## config.mk

```make
export PLATFORM = sky130hd
export DESIGN_NAME = sclk_top
export DESIGN_NICKNAME = d
export VERILOG_FILES = /design/src/verilog/sclk_chan.v /design/src/verilog/sclk_top.v
export VERILOG_INCLUDE_DIRS = /design/src /design/src/shared
export SDC_FILE = /design/constraint.sdc
export NUM_CORES = 1
export LEC_CHECK = 0
export BUFFER_PORTS_ARGS = -buffer_cell sky130_fd_sc_hd__buf_2
export CORE_MARGIN = 5
export CORE_UTILIZATION = 50
export CTS_CLUSTER_DIAMETER = 60
export DETAILED_ROUTE_END_ITERATION = 10
export MAX_ROUTING_LAYER = met4
export PLACE_DENSITY = 0.71
export SETUP_SLACK_MARGIN = 0.02
export SLEW_MARGIN = 10
export SYNTH_ARGS = -nofsm -noshare
export SYNTH_HDL_FRONTEND = slang
export SYNTH_SLANG_ARGS = --single-unit
```

## constraint.sdc

```tcl
create_clock -name clk_i -period 5.5 [get_ports clk_i]
set_clock_uncertainty 0.15 [all_clocks]
set_input_delay 0.825 -clock clk_i [delete_from_list [all_inputs] [get_ports clk_i]]
set_output_delay 0.825 -clock clk_i [all_outputs]
set_load 0.01 [all_outputs]
```

## src/shared/sclk_defines.vh

```
`ifndef SCLK_DEFINES_VH
`define SCLK_DEFINES_VH

// ****************************************************************
// Register word indices; the Wishbone byte address is four times
// the index.
// ****************************************************************
`define SCLK_IDX_FREQ_A    16'hfe0a
`define SCLK_IDX_FREQ_B    16'hfe0b
`define SCLK_IDX_FREQ_C    16'hfe0c
`define SCLK_IDX_DELAY     16'hfe0d
`define SCLK_IDX_SYNC_CTL  16'hfe0e
`define SCLK_IDX_PIN_FUNC  16'hfe0f
`define SCLK_IDX_STATUS    16'hfe40

// ****************************************************************
// Reset values and field positions.
// ****************************************************************
`define SCLK_RST_BYTE      8'h00
`define SCLK_MULT_HI       7
`define SCLK_MULT_LO       6
`define SCLK_CODE_HI       5
`define SCLK_MULT_X2       2'h1
`define SCLK_SEL_BIT       3
`define SCLK_PIN_IN_BIT    0
`define SCLK_PIN_OUT_BIT   3

// ****************************************************************
// Timing, in nanoseconds.
// ****************************************************************
`define SCLK_CLK_NS        8
`define SCLK_PROP_NS       760
`define SCLK_STEP_NS       80

`endif

```

## src/verilog/sclk_chan.v

```verilog
`timescale 1ns/1ps
`include "sclk_defines.vh"

// One channel's switching clock: free running from the frequency
// code, or restarted by the synchronisation reference.
module sclk_chan #(
  parameter PW = 12
) (
  input  wire          clk_i,
  input  wire          rst_i,
  input  wire [7:0]    freq_i,
  input  wire          sync_en_i,
  input  wire          ref_pulse_i,
  output reg           chan_clk_o
);

  // ****************************************************************
  // Period table in 8 ns cycles, code 63 first.
  // ****************************************************************
  localparam [64*12-1:0] PERIOD_TABLE = {
    12'h0c8, 12'h0cd, 12'h0d2, 12'h0d7, 12'h0dc, 12'h0e1, 12'h0e6,
    12'h0eb, 12'h0f0, 12'h0f5, 12'h0fa, 12'h0ff, 12'h104, 12'h109,
    12'h10e, 12'h113, 12'h118, 12'h11d, 12'h122, 12'h127, 12'h12c,
    12'h131, 12'h136, 12'h13b, 12'h140, 12'h14a, 12'h154, 12'h15e,
    12'h168, 12'h172, 12'h17c, 12'h186, 12'h190, 12'h1a4, 12'h1b8,
    12'h1cc, 12'h1e0, 12'h1f4, 12'h208, 12'h21c, 12'h230, 12'h244,
    12'h258, 12'h26c, 12'h280, 12'h2a8, 12'h2d0, 12'h2f8, 12'h320,
    12'h348, 12'h370, 12'h398, 12'h3c0, 12'h410, 12'h460, 12'h4b0,
    12'h4ff, 12'h5a0, 12'h641, 12'h6e1, 12'h780, 12'h820, 12'h8c0,
    12'ha01};

  reg  [PW-1:0] cnt_reg;
  reg  [PW-1:0] ref_cnt_reg;
  reg  [PW-1:0] ref_per_reg;
  wire [PW-1:0] nom_per;
  wire          mult_x2;
  wire [PW-1:0] sync_per;
  wire [PW-1:0] per;
  wire          mid_hit;
  wire          restart;
  wire [PW-1:0] cnt_next;

  assign nom_per = PERIOD_TABLE[freq_i[`SCLK_CODE_HI:0]*12 +: 12]; // [RL1]
  // Reserved multiplier codes fall back to the plain reference rate.
  assign mult_x2 = freq_i[`SCLK_MULT_HI:`SCLK_MULT_LO] == `SCLK_MULT_X2; // [RL7]
  // Until a reference period has been measured the code's rate runs.
  assign sync_per = (ref_per_reg < 2) ? nom_per :
                    (mult_x2 ? (ref_per_reg >> 1) : ref_per_reg); // [RL3]
  assign per = sync_en_i ? sync_per : nom_per; // [RL10]
  assign mid_hit = mult_x2 && (ref_per_reg >= 2) &&
                   (ref_cnt_reg + 1'b1 == (ref_per_reg >> 1)); // [RL7]
  assign restart = (sync_en_i && (ref_pulse_i || mid_hit)) ||
                   (cnt_reg + 1'b1 >= per); // [RL3]
  assign cnt_next = restart ? {PW{1'b0}} : cnt_reg + 1'b1;

  always @(posedge clk_i) begin
    if (rst_i) begin
      cnt_reg     <= {PW{1'b0}};
      ref_cnt_reg <= {PW{1'b0}};
      ref_per_reg <= {PW{1'b0}};
      chan_clk_o  <= 1'b0;
    end else begin
      cnt_reg    <= cnt_next;
      chan_clk_o <= cnt_next < (per >> 1);
      if (ref_pulse_i) begin
        ref_cnt_reg <= {PW{1'b0}};
        // A long gap saturates the measured period instead of wrapping.
        if (ref_cnt_reg != {PW{1'b1}}) begin
          ref_per_reg <= ref_cnt_reg + 1'b1;
        end else begin
          ref_per_reg <= ref_cnt_reg;
        end
      end else if (ref_cnt_reg != {PW{1'b1}}) begin
        ref_cnt_reg <= ref_cnt_reg + 1'b1;
      end
    end
  end

endmodule // sclk_chan

```

## src/verilog/sclk_top.v

```verilog
// The Wishbone slave port was decided locally.
`timescale 1ns/1ps
`include "sclk_defines.vh"

// Summary of operation
// RL1: Each channel's 6-bit code picks a fixed switching rate from a table that rises with the code.
// RL2: With sync on, the reference is the input's rising edge delayed by the programmed delay plus 760 ns.
// RL3: Each synchronised channel restarts its clock from the reference or a chosen multiple of it.
// RL4: The extra delay is an 8-bit count in which each step adds 80 ns.
// RL5: The sync output carries channel C's clock when the select bit is 0 and channel A's when it is 1.
// RL6: Bits 0, 1 and 2 enable synchronisation for channels A, B and C.
// RL7: Multiplier code 00 runs at the input rate, 01 at twice it, other codes are reserved.
// RL8: The shared input pin acts as sync input only while its function bit is 0.
// RL9: The shared output pin acts as sync output only while its function bit is 0.
// RL10: A channel without sync enabled runs freely at its coded rate and ignores the input.
module sclk_top #(
  parameter AW = 18,
  parameter PW = 12
) (
  input  wire          clk_i,
  input  wire          rst_i,
  input  wire [AW-1:0] adr_i,
  input  wire [31:0]   dat_i,
  output reg  [31:0]   dat_o,
  input  wire          we_i,
  input  wire [3:0]    sel_i,
  input  wire          cyc_i,
  input  wire          stb_i,
  output reg           ack_o,
  input  wire          shared_flag_sync_input_i,
  output wire [2:0]    chan_clk_o,
  output reg           shared_flag_sync_output_o,
  output reg           shared_flag_sync_output_oe_o
);

  // ****************************************************************
  // Timing counts derived from the clock period.
  // ****************************************************************
  // The propagation delay is a least time, so it rounds up.
  localparam [PW-1:0] PROP_CYC =
    (`SCLK_PROP_NS + `SCLK_CLK_NS - 1) / `SCLK_CLK_NS;
  localparam [PW-1:0] STEP_CYC =
    (`SCLK_STEP_NS + `SCLK_CLK_NS - 1) / `SCLK_CLK_NS;

  // ****************************************************************
  // Registers.
  // ****************************************************************
  reg  [7:0]    freq_reg [0:2];
  reg  [7:0]    delay_reg;
  reg  [7:0]    sync_ctl_reg;
  reg  [7:0]    pin_func_reg;

  reg           sync_meta_reg;
  reg           sync_sync_reg;
  reg           sync_prev_reg;
  reg           pend_reg;
  reg  [PW-1:0] dcnt_reg;
  reg           ref_pulse_reg;

  wire [15:0]   idx;
  wire          hit;
  wire          wr;
  reg  [7:0]    rd_next;
  wire          sync_edge;
  wire [PW-1:0] dly_cycles;
  wire          sync_output_pin_src;
  wire [7:0]    status;

  // ****************************************************************
  // Wishbone slave.
  // ****************************************************************
  // Ack is registered, so every access takes one wait state and the
  // ack drops by itself in the cycle after it was given.
  assign idx = adr_i[17:2];
  assign hit = cyc_i && stb_i && !ack_o;
  assign wr  = hit && we_i && sel_i[0];

  assign status = {3'h0, sync_sync_reg, pend_reg, chan_clk_o};

  always @* begin
    case (idx)
      `SCLK_IDX_FREQ_A:   rd_next = freq_reg[0];
      `SCLK_IDX_FREQ_B:   rd_next = freq_reg[1];
      `SCLK_IDX_FREQ_C:   rd_next = freq_reg[2];
      `SCLK_IDX_DELAY:    rd_next = delay_reg;
      `SCLK_IDX_SYNC_CTL: rd_next = sync_ctl_reg;
      `SCLK_IDX_PIN_FUNC: rd_next = pin_func_reg;
      `SCLK_IDX_STATUS:   rd_next = status;
      default:            rd_next = 8'h00;
    endcase
  end

  always @(posedge clk_i) begin
    if (rst_i) begin
      ack_o <= 1'b0;
      dat_o <= 32'h0000_0000;
    end else begin
      ack_o <= hit;
      if (hit && !we_i) begin
        dat_o <= {24'h00_0000, rd_next};
      end else begin
        dat_o <= 32'h0000_0000;
      end
    end
  end

  always @(posedge clk_i) begin
    if (rst_i) begin
      freq_reg[0]  <= `SCLK_RST_BYTE;
      freq_reg[1]  <= `SCLK_RST_BYTE;
      freq_reg[2]  <= `SCLK_RST_BYTE;
      delay_reg    <= `SCLK_RST_BYTE;
      sync_ctl_reg <= `SCLK_RST_BYTE;
      pin_func_reg <= `SCLK_RST_BYTE;
    end else if (wr) begin
      case (idx)
        `SCLK_IDX_FREQ_A: begin
          freq_reg[0] <= dat_i[7:0];
        end
        `SCLK_IDX_FREQ_B: begin
          freq_reg[1] <= dat_i[7:0];
        end
        `SCLK_IDX_FREQ_C: begin
          freq_reg[2] <= dat_i[7:0];
        end
        `SCLK_IDX_DELAY: begin
          delay_reg <= dat_i[7:0]; // [RL4]
        end
        `SCLK_IDX_SYNC_CTL: begin
          sync_ctl_reg <= dat_i[7:0];
        end
        `SCLK_IDX_PIN_FUNC: begin
          pin_func_reg <= dat_i[7:0];
        end
        default: begin
          pin_func_reg <= pin_func_reg;
        end
      endcase
    end
  end

  // ****************************************************************
  // Sync input capture.
  // ****************************************************************
  // The pin is asynchronous to clk_i, so two flip-flops stand
  // before the edge detector.
  always @(posedge clk_i) begin
    if (rst_i) begin
      sync_meta_reg <= 1'b0;
      sync_sync_reg <= 1'b0;
      sync_prev_reg <= 1'b0;
    end else begin
      sync_meta_reg <= shared_flag_sync_input_i;
      sync_sync_reg <= sync_meta_reg;
      sync_prev_reg <= sync_sync_reg;
    end
  end

  // While the pin serves as a flag input its edges never reach the
  // reference logic.
  assign sync_edge = sync_sync_reg && !sync_prev_reg &&
                     !pin_func_reg[`SCLK_PIN_IN_BIT]; // [RL8]

  // ****************************************************************
  // Reference delay.
  // ****************************************************************
  assign dly_cycles = delay_reg * STEP_CYC + PROP_CYC; // [RL2] [RL4]

  // Only one edge is in flight at a time: an edge that arrives while
  // the previous one is still being delayed is dropped. With long
  // delays and fast inputs at most every other edge is therefore used, which
  // keeps the logic to a single counter.
  always @(posedge clk_i) begin
    if (rst_i) begin
      pend_reg      <= 1'b0;
      dcnt_reg      <= {PW{1'b0}};
      ref_pulse_reg <= 1'b0;
    end else begin
      ref_pulse_reg <= 1'b0;
      if (pend_reg) begin
        if (dcnt_reg == {PW{1'b0}}) begin
          pend_reg      <= 1'b0;
          ref_pulse_reg <= 1'b1; // [RL2]
        end else begin
          dcnt_reg <= dcnt_reg - 1'b1;
        end
      end else if (sync_edge) begin
        pend_reg <= 1'b1;
        dcnt_reg <= dly_cycles - 1'b1; // [RL2]
      end
    end
  end

  // ****************************************************************
  // Channel clock generators.
  // ****************************************************************
  genvar g;
  generate
    for (g = 0; g < 3; g = g + 1) begin : g_chan
      sclk_chan #(
        .PW (PW)
      ) u_chan (
        .clk_i       (clk_i),
        .rst_i       (rst_i),
        .freq_i      (freq_reg[g]),
        .sync_en_i   (sync_ctl_reg[g]), // [RL6] [RL10]
        .ref_pulse_i (ref_pulse_reg), // [RL3]
        .chan_clk_o  (chan_clk_o[g])
      );
    end
  endgenerate

  // ****************************************************************
  // Sync output.
  // ****************************************************************
  assign sync_output_pin_src = sync_ctl_reg[`SCLK_SEL_BIT] ? chan_clk_o[0] :
                    chan_clk_o[2]; // [RL5]

  // In flag mode the pin is released; flag logic lives elsewhere.
  always @(posedge clk_i) begin
    if (rst_i) begin
      shared_flag_sync_output_o    <= 1'b0;
      shared_flag_sync_output_oe_o <= 1'b0;
    end else begin
      shared_flag_sync_output_o    <= sync_output_pin_src &&
        !pin_func_reg[`SCLK_PIN_OUT_BIT]; // [RL9]
      shared_flag_sync_output_oe_o <=
        !pin_func_reg[`SCLK_PIN_OUT_BIT]; // [RL9]
    end
  end

endmodule // sclk_top
```

==> impl_results.md <==
* Status: finished clean
* Startpoint type of the worst setup path: register
* Worst setup EP type: register
* Required @ worst endpoint at 5.69 ns
* First-pass GRT wire length at approximately 59000 um
* DRT Wirelength at 36000 um
* H-tree levels at 4
* Initial antenna violation count at 0
* Cells on Worst Hold Path at 1
* Most common cell after layout, fill and taps aside: nor2_1
* Worst-path maximum fanout at 10
* # DRC at 0
* # rows at 62
* Pre-CTS setup slack at 0.139 ns
* Total GRT Usage at 22.9%
* DRC marker count from the first detailed-route iteration at 1232
* Post-Syn Area at 14300 um2
* Synth area leader: dfxtp_1
* Reg clk slew, reported paths at 0.08 ns
* Maxcap violations at 0
* RePlAce Congestion at 0.947
* Netlist cell types at 91
* Final HPWL DP at around 26000 um
* Clk buf depth at 2
* Fin. Hold Viols at 0
* Commonest non-fill, non-tap cells in the layout: nor2_1, dfxtp_1, nand2_1
* Slew Viols, Final at 0
* CTS tree: yes
* PortBufs at 44
* Hold crit path type: reg -> reg
* Maximum number of pins on one net before global-route repair at between 60 and 70
* Critical-path top delay cell: a2111oi_1
* NumNets Final at a little under 2000
* Ranking of synthesized cells by area: dfxtp_1, ha_1, nor2_1
* Synthesized netlist cell count at ~1800
* Die Y-Extent at 179 um
* Synth Warn # at 0
* Final Cycle Share at a little over nine tenths
* Mean Syn Cell Area at 8.12 um2
* Initial core utilization at about half
* Routed vias at 12754
* Final Critical Period at 5.19 ns
* Initial DRT Pass Iterations at 6
* # diodes at 0
* Critical path type: reg -> reg
* Area growth syn-to-layout at 7.33%
* Share of the synthesized area in the top cell type at 22.8%
* Hold WS at 0.324 ns
* RSZ-0062 raised after global routing: yes
* P per Cell Area at 208 nW/um2
* CP Depth at 22
* Slew @ Worst Pin at between 0.9 and 1 ns
* Worst R2R Path Depth at 22
* Setup TNS at 0 ns
* Post-synth EDFFs at 24
* Die width at 179 um
* Clock Latency Late Sink at 0.45 ns
* Vias in the first global route at 12225
* Worst path max stage delay at between 0.4 and 0.5 ns
* Num CTS Buffers at 17
* CP Cell Sequence: inv_2, ha_1, xor2_1, nand2_1, o21ai_0, a21oi_1, o21ai_0, mux2_2, ha_1, a21o_1, a21o_1, a2111oi_1, o221ai_1, and2_1, buf_4, nor4_1, ha_1, nand4_1, nor2_1, a31oi_1, a211o_1, o211a_1
* Crit path buffers/inverters at 2
* Die Area at 32100 um2
* Fmax at between 0.15 and 0.2 GHz
* Via-to-Cell Ratio at 5.93
* Routed WL per cell at 16.7 um
* Fraction of layout instances using a drive strength above 1 at 9.85%
* Setup WS post-layout at 0.308 ns
* Worst path arrival time at 5.38 ns
* Core area at 28500 um2
* Final ANT Viol Nets at 0
* Cell family with most CP delay: compound AO/OA/AOI/OAI gates
* Setup Viol. Count Final at 0
* CP dominant cell by count: ha_1
* IO Count at between 90 and 100
* Total gr overflow at 0
* Clock Tree Root: clkbuf_16
* Async SR Flop Fraction at 0%
* Final core utilization at 53.9%
* Clock sink total at 187
* Worst VDD drop at around 0.22 mV
* Flops & latches, synth at 187
* Sequential area share after synthesis at 27.9%
* Worst slew margin at 38.9%
* Postcts setup bufs at 0
* LEAKAGE at 6.33 nW
* Top FF cell, synth: dfxtp_1
[where the power goes]
part           switching [W]  internal, W  leakage (nW)  total (W)
clock network       0.000636     0.000629         0.296    0.00126
logic               0.000275     0.000186          4.47   0.000462
registers          0.0000497      0.00141          1.56    0.00146
[layout make-up]
class,count,area (um2)
Fill cell,2637,13100
Multi-Input combinational cell,1385,9470
Sequential cell,187,3990
Timing Repair Buffer,80,493
Tap cell,384,480
Clock buffer,18,439
Inverter,82,312
Clock inverter,14,168
[per-layer routing]
layer	wire (um)	vias to the layer above	global-route usage [%]
li1	-	6310	-
met1	16000	6047	28.9
met2	17100	332	37.4
met3	1920	65	4.15
met4	930	0	7.11
met5	0	-	-
[path summary, 6_finish.rpt]
path | to | slack, ns | start
setup / recovery | g_chan[1].u_chan.chan_clk_o$_SDFF_PP0_ | 0.31 | freq_reg[0][8]$_DFFE_PP_
setup reg to reg | g_chan[1].u_chan.chan_clk_o$_SDFF_PP0_ | 0.31 | freq_reg[0][8]$_DFFE_PP_
hold / removal | shared_flag_sync_output_oe_o$_SDFF_PP0_ | 0.32 | pin_func_reg[3]$_SDFFE_PP0P_
hold reg to reg | shared_flag_sync_output_oe_o$_SDFF_PP0_ | 0.32 | pin_func_reg[3]$_SDFFE_PP0P_
[synthesized netlist by cell type, drive strengths merged (8+ instances only)]
library cell,count
nand2,161
a31oi,20
or3,10
nand4,26
and2,12
nor3b,9
mux4,10
o211ai,14
a21oi,78
and3,15
dfxtp,163
xnor2,57
buf,53
o311ai,8
mux2,19
a21o,21
nor4,55
o31ai,9
xor2,43
clkbuf,77
nor2,195
inv,80
nor2b,27
a211o,10
nor3,55
edfxtp,24
o21ai,97
a211oi,47
ha,116
nand3,58
mux2i,55
nand2b,19
[logic make-up (layout without fill, tap and decap cells)]
family | after synthesis | count (layout) | synth area share (%)
AOI/OAI and AO/OA | 382 | 382 | 17.8
xor gates and xnor gates | 105 | 105 | 6.92
DFF | 187 | 187 | 27.9
adders and majority gates | 117 | 117 | 10.3
muxes | 84 | 84 | 6.92
and+or+nand+nor | 673 | 673 | 23.5
other | 1 | 24 | 0.0262
buffers and inverters | 212 | 194 | 6.71
[worst reg2reg max path: stages, from the launching register on]
cell       delay (ns)
edfxtp_1         0.40
inv_2            0.17
ha_1             0.33
xor2_1           0.17
nand2_1          0.07
o21ai_0          0.08
a21oi_1          0.17
o21ai_0          0.09
mux2_2           0.31
ha_1             0.30
a21o_1           0.16
a21o_1           0.18
a2111oi_1        0.43
o221ai_1         0.23
and2_1           0.29
buf_4            0.20
nor4_1           0.24
ha_1             0.22
nand4_1          0.10
nor2_1           0.22
a31oi_1          0.12
a211o_1          0.27
o211a_1          0.20
[per-stage QoR]
| step | power (W) | instance area, um2 | cells |
|---|---|---|---|
| final | 0.00319 | 15300 | 2150 |
| after global routing | 0.00333 | 15300 | 2150 |
| after CTS | 0.00321 | 15300 | 2150 |
| after detailed placement | 0.00195 | 14700 | 2118 |
| after global placement | 0.00194 | 14700 | 2118 |
| after floorplan | 0.00184 | 14400 | 1784 |
[timing repair]
item,CTS,global route
hold buffers,0,0
endpoints found under the setup margin,0,2
resized for setup,0,3
Note: power is estimated with default switching activity, not from simulation.
